==> src/pkg/dilpc_pkg.sv <==
// constants, types and helpers for the interrupt and low-power controller
// Functional notes
// - fixed priority, reset 0000 highest, power-down 002C, timer 0028 lowest
// - pending requests ANDed with mask, highest unmasked one is chosen
// - power-down and reset are never blocked by mask bits
// - a mask write blocks all interrupts for one cycle
// - control reg selects nesting and edge/level for three pins
// - two level pins, one edge pin that software can force/clear
// - nesting lets higher priority preempt, otherwise strictly sequential
// - force/clear register is write-only, reads zero
// - status pushed on entry, popped on return, twelve shared levels
// - global enable/disable gates all servicing incl. power-down
// - global servicing is enabled after reset
// - second serial port reconfigured gives two irq pins and flag pins
// - wake with oscillator running resumes within 400 cycles
// - wake with oscillator stopped waits 4096 cycles
// - pin or force bit raises edge power-down irq, handler then sleeps
// - context bit picks resume or clean restart after dormant
// - reset ends the dormant state
// - acknowledge output shows the dormant state
// - idle stalls until an unmasked interrupt, then continues
// - divided idle slows processor clock by 16, 32, 64 or 128
// - serial, clock-out and timer ticks slow by the same divisor; here only proc_tick_o is divided
// - divided idle may delay interrupt response up to n cycles
package dilpc_pkg;

  localparam int NSRC = 11;
  localparam int AW   = 5;

  // =====================================================================
  // source indices in priority order
  localparam logic [3:0] SRC_PD  = 4'h0;
  localparam logic [3:0] SRC_DA  = 4'h1;
  localparam logic [3:0] SRC_L1  = 4'h2;
  localparam logic [3:0] SRC_L0  = 4'h3;
  localparam logic [3:0] SRC_S0T = 4'h4;
  localparam logic [3:0] SRC_S0R = 4'h5;
  localparam logic [3:0] SRC_E   = 4'h6;
  localparam logic [3:0] SRC_BXP = 4'h7;
  localparam logic [3:0] SRC_S1T = 4'h8;
  localparam logic [3:0] SRC_S1R = 4'h9;
  localparam logic [3:0] SRC_TMR = 4'hA;
  localparam logic [3:0] SRC_NONE = 4'hF;
  localparam logic [15:0] VEC_RST = 16'h0000;

  // =====================================================================
  // register map
  localparam logic [AW-1:0] OFS_MASK = 5'h00;
  localparam logic [AW-1:0] OFS_CTRL = 5'h04;
  localparam logic [AW-1:0] OFS_FCLR = 5'h08;
  localparam logic [AW-1:0] OFS_CMD  = 5'h0C;
  localparam logic [AW-1:0] OFS_STAT = 5'h10;
  localparam int CTL_NEST   = 0;
  localparam int CTL_SENS_A = 1;
  localparam int CTL_SENS_0 = 2;
  localparam int CTL_SENS_1 = 3;
  localparam int CTL_SP1IRQ = 4;
  localparam int CTL_POWERUP_CONTEXT_RESET_BIT   = 5;
  localparam int CTL_FLAGO  = 6;
  localparam int CTL_OSCOFF = 7;
  localparam int CMD_ENA  = 0;
  localparam int CMD_DIS  = 1;
  localparam int CMD_IDLE = 2;
  localparam int CMD_DIV  = 3;
  localparam int CMD_SLOW = 5;
  localparam int CMD_PDN  = 6;
  localparam int FC_CLR = 16;
  localparam int ST_GEN = 16;
  localparam int ST_PM  = 17;
  localparam int ST_DEP = 20;
  localparam int ST_OVF = 24;
  localparam int ST_FLG = 25;
  localparam int ST_REQ = 26;
  localparam logic [10:0] MASK_RST = 11'h000;
  localparam logic [7:0]  CTRL_RST = 8'h00;

  // =====================================================================
  // timing, in input clock cycles
  localparam int WAKE_FAST_CYC = 400;
  localparam int WAKE_OSC_CYC  = 4096;
  localparam int DIV_MIN       = 16;

  typedef enum logic [1:0] {PM_RUN, PM_IDLE, PM_DORM, PM_WAKE} dilpc_pm_t;

  typedef struct packed {
    logic dedicated_irq_pin_a_n;
    logic level_irq_pin_0_n;
    logic level_irq_pin_1_n;
    logic edge_irq_pin_n;
    logic shared_port_irq_0_n;
    logic shared_port_irq_1_n;
    logic power_down_request_pin_n;
    logic flag_in;
  } dilpc_pins_t;

  typedef struct packed {
    logic sp0_tx;
    logic sp0_rx;
    logic sp1_tx;
    logic sp1_rx;
    logic bxp;
    logic tmr;
  } dilpc_periph_t;

  typedef struct packed {
    logic [AW-1:0] address;
    logic          read;
    logic          write;
    logic [31:0]   writedata;
    logic [3:0]    byteenable;
  } dilpc_av_req_t;

  function automatic logic [15:0] dilpc_vec(input logic [3:0] i);
    case (i)
      SRC_PD:  return 16'h002C;
      SRC_DA:  return 16'h0004;
      SRC_L1:  return 16'h0008;
      SRC_L0:  return 16'h000C;
      SRC_S0T: return 16'h0010;
      SRC_S0R: return 16'h0014;
      SRC_E:   return 16'h0018;
      SRC_BXP: return 16'h001C;
      SRC_S1T: return 16'h0020;
      SRC_S1R: return 16'h0024;
      SRC_TMR: return 16'h0028;
      default: return VEC_RST;
    endcase
  endfunction

  // lowest set index, i.e. highest priority
  function automatic logic [3:0] dilpc_first(input logic [NSRC-1:0] v);
    logic [3:0] f;
    f = SRC_NONE;
    for (int i = NSRC - 1; i >= 0; i--) begin
      if (v[i]) begin
        f = 4'(i);
      end
    end
    return f;
  endfunction

  function automatic logic [NSRC-1:0] dilpc_hot(input logic [3:0] i);
    return (i == SRC_NONE) ? '0 : NSRC'(1) << i;
  endfunction

endpackage

==> src/hw/dilpc_core.sv <==
// interrupt controller with idle, divided idle and power-down control
`timescale 1ns/10ps
module dilpc_core #(
  parameter int unsigned STK_DEPTH = 12,
  parameter int unsigned STAT_W    = 16,
  parameter int unsigned WAKE_OSC  = dilpc_pkg::WAKE_OSC_CYC
) (
  input  wire logic                    ref_clk_i,
  input  wire logic                    reset_n_i,
  input  wire dilpc_pkg::dilpc_av_req_t av_i,
  output logic [31:0]                  av_readdata_o,
  output logic                         av_waitrequest_o,
  input  wire dilpc_pkg::dilpc_pins_t  pins_i,
  input  wire dilpc_pkg::dilpc_periph_t periph_i,
  input  wire logic                    int_ack_i,
  input  wire logic                    int_rti_i,
  input  wire logic                    stk_push_i,
  input  wire logic                    stk_pop_i,
  input  wire logic [STAT_W-1:0]       stat_i,
  output logic [STAT_W-1:0]            stat_o,
  output logic                         irq_req_o,
  output logic [15:0]                  vector_o,
  output logic                         pd_ack_o,
  output logic                         core_run_o,
  output logic                         core_restart_o,
  output logic                         proc_tick_o,
  output logic                         flag_out_o
);
  import dilpc_pkg::*;

  if (STK_DEPTH < 1 || STK_DEPTH > 15) begin : g_chk_stk
    $error("stack depth must be 1 to 15");
  end
  if (WAKE_OSC < WAKE_FAST_CYC || WAKE_OSC > 8191) begin : g_chk_wake
    $error("oscillator wake count out of range");
  end

  localparam logic [12:0] WK_FAST = 13'(WAKE_FAST_CYC - 1);
  localparam logic [12:0] WK_OSC  = 13'(WAKE_OSC - 1);
  localparam logic [3:0]  STK_TOP = 4'(STK_DEPTH);
  localparam int          WAKE_LIM = WAKE_FAST_CYC;

  typedef struct packed {
    logic [NSRC-1:0]                  mask;
    logic [7:0]                       ctrl;
    logic [NSRC-1:0]                  epend;
    logic [NSRC-1:0]                  prev;
    logic [NSRC-1:0]                  isr;
    logic                             gen;
    logic                             blk;
    dilpc_pm_t                        pm;
    logic                             slow;
    logic [1:0]                       dsel;
    logic [6:0]                       dcnt;
    logic [12:0]                      wcnt;
    logic [3:0]                       depth;
    logic [STK_DEPTH-1:0][STAT_W-1:0] stk;
    logic                             ovf;
    logic [3:0]                       cur;
    logic                             req;
    logic [15:0]                      vec;
    logic [STAT_W-1:0]                sout;
    logic                             pdack;
    logic                             run;
    logic                             rst;
    logic                             tick;
    logic [31:0]                      rdata;
    logic                             waitreq;
  } dilpc_state_t;

  dilpc_state_t s_q;
  dilpc_state_t s_d;

  logic [NSRC-1:0] raw;
  logic [NSRC-1:0] emode;
  logic [NSRC-1:0] pend;
  logic [NSRC-1:0] elig;
  logic [NSRC-1:0] force_v;
  logic [NSRC-1:0] clr_v;
  logic [NSRC-1:0] edge_v;
  logic [3:0]      cand;
  logic [3:0]      top;
  logic            can_go;
  logic            wr_acc;
  logic            mask_wr;
  logic [31:0]     bemask;
  logic [6:0]      dmax;

  // =====================================================================
  // request sources
  always_comb begin
    raw = '0;
    raw[SRC_PD]  = ~pins_i.power_down_request_pin_n;
    raw[SRC_DA]  = ~pins_i.dedicated_irq_pin_a_n;
    raw[SRC_L1]  = ~pins_i.level_irq_pin_1_n;
    raw[SRC_L0]  = ~pins_i.level_irq_pin_0_n;
    raw[SRC_S0T] = periph_i.sp0_tx;
    raw[SRC_S0R] = periph_i.sp0_rx;
    raw[SRC_E]   = ~pins_i.edge_irq_pin_n;
    raw[SRC_BXP] = periph_i.bxp;
    raw[SRC_TMR] = periph_i.tmr;
    emode = '1;
    emode[SRC_L1] = 1'b0;
    emode[SRC_L0] = 1'b0;
    emode[SRC_DA] = s_q.ctrl[CTL_SENS_A];
    if (s_q.ctrl[CTL_SP1IRQ]) begin
      raw[SRC_S1T]   = ~pins_i.shared_port_irq_1_n;
      raw[SRC_S1R]   = ~pins_i.shared_port_irq_0_n;
      emode[SRC_S1T] = s_q.ctrl[CTL_SENS_1];
      emode[SRC_S1R] = s_q.ctrl[CTL_SENS_0];
    end else begin
      raw[SRC_S1T] = periph_i.sp1_tx;
      raw[SRC_S1R] = periph_i.sp1_rx;
    end
  end

  // =====================================================================
  // bus decode
  assign wr_acc  = av_i.write & ~s_q.waitreq;
  assign mask_wr = wr_acc & (av_i.address == OFS_MASK);
  assign force_v = (wr_acc && av_i.address == OFS_FCLR) ?
                   av_i.writedata[NSRC-1:0] : '0;
  assign clr_v   = (wr_acc && av_i.address == OFS_FCLR) ?
                   av_i.writedata[FC_CLR +: NSRC] : '0;
  always_comb begin
    for (int b = 0; b < 4; b++) begin
      bemask[8*b +: 8] = {8{av_i.byteenable[b]}};
    end
  end

  // =====================================================================
  // prioritisation
  assign pend = s_q.epend | (raw & ~emode);
  assign edge_v = raw & ~s_q.prev & emode;
  assign elig = pend & (s_q.mask | dilpc_hot(SRC_PD));
  assign cand = dilpc_first(elig);
  assign top  = dilpc_first(s_q.isr);
  assign dmax = 7'((DIV_MIN << s_q.dsel) - 1);

  always_comb begin
    can_go = s_q.gen & ~s_q.blk & (cand != SRC_NONE);
    if (s_q.pm != PM_RUN && s_q.pm != PM_IDLE) begin
      can_go = 1'b0;
    end
    // off-tick cycles may only hold a request that is already raised
    if (s_q.pm == PM_IDLE && !s_q.tick && !s_q.req) begin
      can_go = 1'b0;
    end
    if (s_q.isr != '0 && !(s_q.ctrl[CTL_NEST] && cand < top)) begin
      can_go = 1'b0;
    end
  end

  // =====================================================================
  // next state
  always_comb begin
    s_d         = s_q;
    s_d.prev    = raw;
    s_d.blk     = mask_wr;
    s_d.rst     = 1'b0;
    s_d.waitreq = ~((av_i.read | av_i.write) & s_q.waitreq);
    s_d.epend   = (s_q.epend & ~clr_v) | force_v |
                  edge_v;
    s_d.req     = can_go;
    s_d.cur     = cand;
    s_d.vec     = dilpc_vec(cand);
    // read data, loaded while the request waits
    if ((av_i.read | av_i.write) & s_q.waitreq) begin
      s_d.rdata = '0;
      case (av_i.address)
        OFS_MASK: s_d.rdata[NSRC-1:0] = s_q.mask & ~dilpc_hot(SRC_PD);
        OFS_CTRL: s_d.rdata[7:0] = s_q.ctrl;
        OFS_STAT: begin
          s_d.rdata[NSRC-1:0]  = pend;
          s_d.rdata[ST_GEN]    = s_q.gen;
          s_d.rdata[ST_PM +: 2] = s_q.pm;
          s_d.rdata[ST_DEP +: 4] = s_q.depth;
          s_d.rdata[ST_OVF]    = s_q.ovf;
          s_d.rdata[ST_FLG]    = pins_i.flag_in;
          s_d.rdata[ST_REQ]    = s_q.req;
        end
        default: s_d.rdata = '0;
      endcase
    end
    // register writes
    if (mask_wr) begin
      s_d.mask = NSRC'((av_i.writedata & bemask) | (32'(s_q.mask) & ~bemask));
    end
    if (wr_acc && av_i.address == OFS_CTRL && av_i.byteenable[0]) begin
      s_d.ctrl = av_i.writedata[7:0];
    end
    if (wr_acc && av_i.address == OFS_CMD && av_i.byteenable[0]) begin
      if (av_i.writedata[CMD_ENA]) begin
        s_d.gen = 1'b1;
      end
      if (av_i.writedata[CMD_DIS]) begin
        s_d.gen = 1'b0;
      end
      if (av_i.writedata[CMD_IDLE] && s_q.pm == PM_RUN) begin
        s_d.pm   = PM_IDLE;
        s_d.slow = av_i.writedata[CMD_SLOW];
        s_d.dsel = av_i.writedata[CMD_DIV +: 2];
        s_d.dcnt = '0;
      end
      if (av_i.writedata[CMD_PDN] && s_q.pm == PM_RUN) begin
        s_d.pm    = PM_DORM;
        s_d.pdack = 1'b1;
        s_d.run   = 1'b0;
        s_d.req   = 1'b0;
      end
    end
    // divided processor tick
    s_d.tick = 1'b1;
    if (s_d.pm == PM_IDLE && s_d.slow) begin
      s_d.tick = (s_q.dcnt == '0);
      s_d.dcnt = (s_q.dcnt == '0) ? dmax : s_q.dcnt - 7'h01;
    end
    if (s_d.pm == PM_DORM || s_d.pm == PM_WAKE) begin
      s_d.tick = 1'b0;
    end
    // interrupt taken by the core
    if (int_ack_i && s_q.req) begin
      s_d.isr   = s_q.isr | dilpc_hot(s_q.cur);
      s_d.epend = ((s_q.epend & ~clr_v) & ~dilpc_hot(s_q.cur)) |
                  force_v | edge_v;
      s_d.req   = 1'b0;
      if (s_q.pm == PM_IDLE) begin
        s_d.pm   = PM_RUN;
        s_d.slow = 1'b0;
        s_d.tick = 1'b1;
      end
    end
    // shared status stack
    if (int_ack_i | stk_push_i) begin
      if (s_q.depth == STK_TOP) begin
        s_d.ovf = 1'b1;
      end else begin
        s_d.stk[s_q.depth] = stat_i;
        s_d.depth = s_q.depth + 4'h1;
      end
    end else if (int_rti_i | stk_pop_i) begin
      if (s_q.depth != '0) begin
        s_d.sout  = s_q.stk[s_q.depth - 4'h1];
        s_d.depth = s_q.depth - 4'h1;
      end
    end
    if (int_rti_i) begin
      s_d.isr = s_d.isr & ~dilpc_hot(top);
    end
    // dormant and wake
    case (s_q.pm)
      PM_DORM: begin
        s_d.req = 1'b0;
        if (raw[SRC_PD] && !s_q.prev[SRC_PD]) begin
          s_d.pm    = PM_WAKE;
          s_d.pdack = 1'b0;
          s_d.wcnt  = s_q.ctrl[CTL_OSCOFF] ? WK_OSC :
                      WK_FAST;
        end
      end
      PM_WAKE: begin
        s_d.req = 1'b0;
        if (s_q.wcnt == '0) begin
          s_d.pm  = PM_RUN;
          s_d.run = 1'b1;
          if (s_q.ctrl[CTL_POWERUP_CONTEXT_RESET_BIT]) begin
            s_d.rst   = 1'b1;
            s_d.isr   = '0;
            s_d.epend = '0;
            s_d.depth = '0;
            s_d.vec   = VEC_RST;
          end
        end else begin
          s_d.wcnt = s_q.wcnt - 13'h0001;
        end
      end
      default: begin
        if (s_q.pm == PM_IDLE && !(int_ack_i && s_q.req)) begin
          s_d.run = 1'b0;
        end else if (s_d.pm == PM_RUN) begin
          s_d.run = 1'b1;
        end
      end
    endcase
  end

  // =====================================================================
  // state register
  always_ff @(posedge ref_clk_i) begin
    if (!reset_n_i) begin
      s_q         <= '0;
      s_q.mask    <= MASK_RST;
      s_q.ctrl    <= CTRL_RST;
      s_q.gen     <= 1'b1;
      s_q.pm      <= PM_RUN;
      s_q.vec     <= VEC_RST;
      s_q.run     <= 1'b1;
      s_q.tick    <= 1'b1;
      s_q.waitreq <= 1'b1;
    end else begin
      s_q <= s_d;
    end
  end

  assign av_readdata_o    = s_q.rdata;
  assign av_waitrequest_o = s_q.waitreq;
  assign stat_o           = s_q.sout;
  assign irq_req_o        = s_q.req;
  assign vector_o         = s_q.vec;
  assign pd_ack_o         = s_q.pdack;
  assign core_run_o       = s_q.run;
  assign core_restart_o   = s_q.rst;
  assign proc_tick_o      = s_q.tick;
  assign flag_out_o       = s_q.ctrl[CTL_FLAGO];

  // =====================================================================
  // checks
  property p_blk;
    @(posedge ref_clk_i) disable iff (!reset_n_i)
      mask_wr |=> ##1 !s_q.req;
  endproperty
  a_blk: assert property (p_blk) else $error("irq raised after mask write");

  property p_msk;
    @(posedge ref_clk_i) disable iff (!reset_n_i)
      s_q.req && s_q.cur != SRC_PD |-> $past(s_q.mask[s_q.cur]);
  endproperty
  a_msk: assert property (p_msk) else $error("masked source dispatched");

  property p_pdvec;
    @(posedge ref_clk_i) disable iff (!reset_n_i)
      s_q.req && s_q.cur == SRC_PD |-> s_q.vec == 16'h002C;
  endproperty
  a_pdvec: assert property (p_pdvec) else $error("wrong power-down vector");

  property p_gen;
    @(posedge ref_clk_i) disable iff (!reset_n_i)
      $rose(s_q.req) |-> $past(s_q.gen);
  endproperty
  a_gen: assert property (p_gen) else $error("irq while globally disabled");

  property p_seq;
    @(posedge ref_clk_i) disable iff (!reset_n_i)
      $rose(s_q.req) && !$past(s_q.ctrl[CTL_NEST]) |-> $past(s_q.isr) == '0;
  endproperty
  a_seq: assert property (p_seq) else $error("preempted without nesting");

  property p_ack;
    @(posedge ref_clk_i) disable iff (!reset_n_i)
      s_q.pdack == (s_q.pm == PM_DORM);
  endproperty
  a_ack: assert property (p_ack) else $error("acknowledge disagrees with state");

  property p_wake;
    @(posedge ref_clk_i) disable iff (!reset_n_i)
      $fell(s_q.pdack) && !s_q.ctrl[CTL_OSCOFF] |-> ##[1:WAKE_LIM] s_q.run;
  endproperty
  a_wake: assert property (p_wake) else $error("fast wake too slow");

  property p_stk;
    @(posedge ref_clk_i) disable iff (!reset_n_i)
      s_q.depth <= STK_TOP;
  endproperty
  a_stk: assert property (p_stk) else $error("stack depth overrun");

  property p_ovf;
    @(posedge ref_clk_i) disable iff (!reset_n_i)
      (int_ack_i || stk_push_i) && s_q.depth == STK_TOP |=> s_q.ovf && s_q.depth == STK_TOP;
  endproperty
  a_ovf: assert property (p_ovf) else $error("stack overflow not flagged");

  property p_slow;
    @(posedge ref_clk_i) disable iff (!reset_n_i)
      $rose(s_q.req) && $past(s_q.pm) == PM_IDLE |-> $past(s_q.tick);
  endproperty
  a_slow: assert property (p_slow) else $error("idle wake off the divided tick");

endmodule // dilpc_core

==> config.mk <==
export PLATFORM = sky130hd
export DESIGN_NAME = dilpc_core
export DESIGN_NICKNAME = d
export VERILOG_FILES = /design/src/pkg/dilpc_pkg.sv /design/src/hw/dilpc_core.sv
export SDC_FILE = /design/constraint.sdc
export NUM_CORES = 1
export LEC_CHECK = 0
export BUFFER_PORTS_ARGS = -buffer_cell sky130_fd_sc_hd__buf_2
export CAP_MARGIN = 30
export CORE_MARGIN = 2
export CORE_UTILIZATION = 64
export DETAILED_ROUTE_END_ITERATION = 12
export GPL_TIMING_DRIVEN = 0
export PLACE_DENSITY = 0.92
export SLEW_MARGIN = 20
export SYNTH_ARGS = -nofsm -noshare
export SYNTH_HDL_FRONTEND = slang
export SYNTH_SLANG_ARGS = --single-unit
==> constraint.sdc <==
create_clock -name ref_clk_i -period 7.3 [get_ports ref_clk_i]
set_input_delay 0.73 -clock ref_clk_i [delete_from_list [all_inputs] [get_ports ref_clk_i]]
set_output_delay 0.73 -clock ref_clk_i [all_outputs]
set_load 0.1 [all_outputs]
==> impl_metrics.yaml <==
outcome:
  status: "finished clean"
routing:
  viasPerCell: 6.35
  drc: 0
  ant_nets: 0
  wl_mm: 46.3
  drt-wirelength-per-cell_um: 20.2
  first_pass_iters: 9
  num_vias: 14600
  drt_iter0_markers: 1936
critical_path:
  required_ps: 7710
  crit_chain: "clkbuf_1, clkbuf_1, inv_1, ha_1, clkbuf_1, clkbuf_1, mux4_2, nand2_1, a21oi_1, a31oi_1, a21oi_1"
  cp_top_family: "buffers and inverters"
  critPathArrivalTime_ps: 4660
  r2r_cells: 11
  max_stage_delay_ps: 730
  r2r_end: "stat_o[6]"
  path_common_cell: "clkbuf_1"
  rrSetupSlack_ps: 3050
  cp_max_fo: 10
  critPathKind: "register to register"
  reg2reg_from: "s_q[267]"
  cp.buffers_inverters: 5
  crit_path_start_kind: "register"
  crit_path_end_kind: "register"
  cp_slowest_cell: "clkbuf_1"
min_path:
  holdPathEnd: "s_q[315]"
  hold_class: "input pin to register"
  worstHoldPathCells: 2
  min_from: "pins_i[4]"
timing:
  finalCriticalPeriod_ps: 4250
  slew-limit-headroom_pct: 33.0
  final.setup.tns_ps: 0
  setup-violations-final: 0
  rsz0062_at_grt: "false"
  tightestPinTransition_ps: 998
  hold_viol: 0
  whs_ps: 385
  slew_violations: 0
  fin_ws_ps: 3050
  skew_ps: 29.0
  max_freq_mhz: 235
  fin_crit_sh_pct: 58.2
global_route:
  grt_pass1_wl_mm: 70.9
  grt_pass1_vias: 14000
  grt_max_degree: 15
  antenna_found_initial: 0
  grt-ovfl-total: 0
  grtUsageTotal_pct: 37.2
yosys:
  syn_inst: 1806
  synth_area_leaders: "dfxtp_1 (44%), nand2_1 (13%), a21oi_1 (10%)"
  netlist.area_leader.share_pct: 44.2
  ys_ff_latch: 324
  seq_area_frac_synth_pct: 44.2
  ys_types: 71
  synth_edf_count: 0
  yosysWarningCount: 0
  synth_ff_type: "dfxtp_1"
  yosys.area.top_type: "dfxtp_1"
  synth.avg_cell_area_um2: 8.13
  async_reset_ff_share_pct: 0
  syn_area_mm2: 0.0147
  synth_most_common_cell: "nand2_1"
  netlist_top_cells_count: "nand2_1 (490), dfxtp_1 (324), a21oi_1 (305)"
finish:
  fin_nets: 2069
  stdcell_area_mm2: 0.0168
  area_growth_pct: 14.4
  n_antenna_cell: 0
  drive_gt1_share_pct: 15.5
floorplan:
  core_area_mm2: 0.0226
  die_y_um: 155
  initial_core_util_pct: 65.0
  die-width_um: 155
  placementRows: 55
  die-area_mm2: 0.0242
  pin_count: 150
placed_design:
  port_buffers: 113
  dpl_cell_area_mm2: 0.0157
  place_ws_ps: 3270
  gp_congestion: 0.997
  dp_hpwl_mm: 32.0
clocking:
  postCtsSetupBuffers: 0
  numCtsBuffers: 34
  tritoncts: "built"
  clock-sinks: 324
  path_clk_slew_ps: 60
  root_buffer: "clkbuf_16"
  cts_resized: 0
  clk_latency_ps: 540
  hold_buffers: 0
  htreeDepth: 2
  clockBufferDepth: 3
power_and_ir_drop:
  p_per_area_mw_per_mm2: 256
  p_leak_nw: 6.22
  ir_drop_mv: 0.221
flow_run:
  drv_cap: 0
-- cell families (layout without fill, tap and decap cells) --
family                   count (synthesis)  count (layout)  synth area share [%]
AND/OR/NAND/NOR                        735             735                  21.3
AO/OA/AOI/OAI                          445             445                  16.9
flip-flops                             324             324                  44.2
buffers and inverters                  214             391                  7.47
multiplexers                            67              67                  8.67
adder cells (fa/ha/maj)                 10              10                 0.852
XOR/XNOR                                10              10                 0.597
other                                    1              23                0.0255
-- worst register-to-register path, delay by kind of cell, from the launching register on --
kind            cells  cell delay [ps]
compound gates      3              620
fa+ha+maj           1              350
buf+inv             5             2250
flops               1              360
mux                 1              430
simple gates        1              130
-- placed cells by master (no fill, tap or decap), drive strengths merged, types with 10 or more instances in the layout --
cell	count
nand2	490
dfxtp	324
a21oi	305
buf	193
clkbuf	160
nor2	93
mux4	48
o21ai	48
nand3	46
inv	30
nor3	27
a31oi	23
conb	23
mux2i	18
nand2b	12
a22oi	11
a211oi	11
ha	10
-- report_power, final --
group | switching [mW] | internal (mW) | leakage, nW
clock network | 0.720 | 0.984 | 0.537
logic | 0.530 | 0.193 | 3.06
registers | 0.0400 | 1.83 | 2.63
total | 1.29 | 3.01 | 6.22
-- stage by stage --
stage	utilization [%]	total power [mW]	cells
floorplan	-	2.40	1828
global placement	69.5	2.58	2226
detailed placement	69.5	2.60	2226
CTS	74.3	4.25	2287
global route	74.4	4.39	2290
finish	74.4	4.30	2290
-- how the worst max path moves through the flow --
stage | from | endpoint | depth (start not counted)
final | s_q[267] | stat_o[6] | 11
after global routing | s_q[267] | stat_o[14] | 11
after CTS | s_q[267] | stat_o[6] | 11
after detailed placement | s_q[267] | stat_o[7] | 11
after global placement | s_q[267] | stat_o[14] | 11
after floorplan | s_q[267] | stat_o[0] | 11
-- per-layer routing --
layer / up-vias / global-route usage [%] / wire (µm)
li1: 6465 / - / -
met5: - / 0 / 0
met3: 287 / 7.58 / 4850
met1: 6733 / 42.7 / 16300
met2: 1066 / 63.1 / 21700
met4: 0 / 24.9 / 3400
-- layout make-up --
cell class	instances	area [µm²]
multi-input combinational	1290	7180
sequential	324	6490
fill	1577	5770
clock buffer	51	995
buffer	186	992
timing repair buffer	116	587
tap	285	357
inverter	28	105
clock inverter	10	96.3
Note: power is estimated with default switching activity, not from simulation.
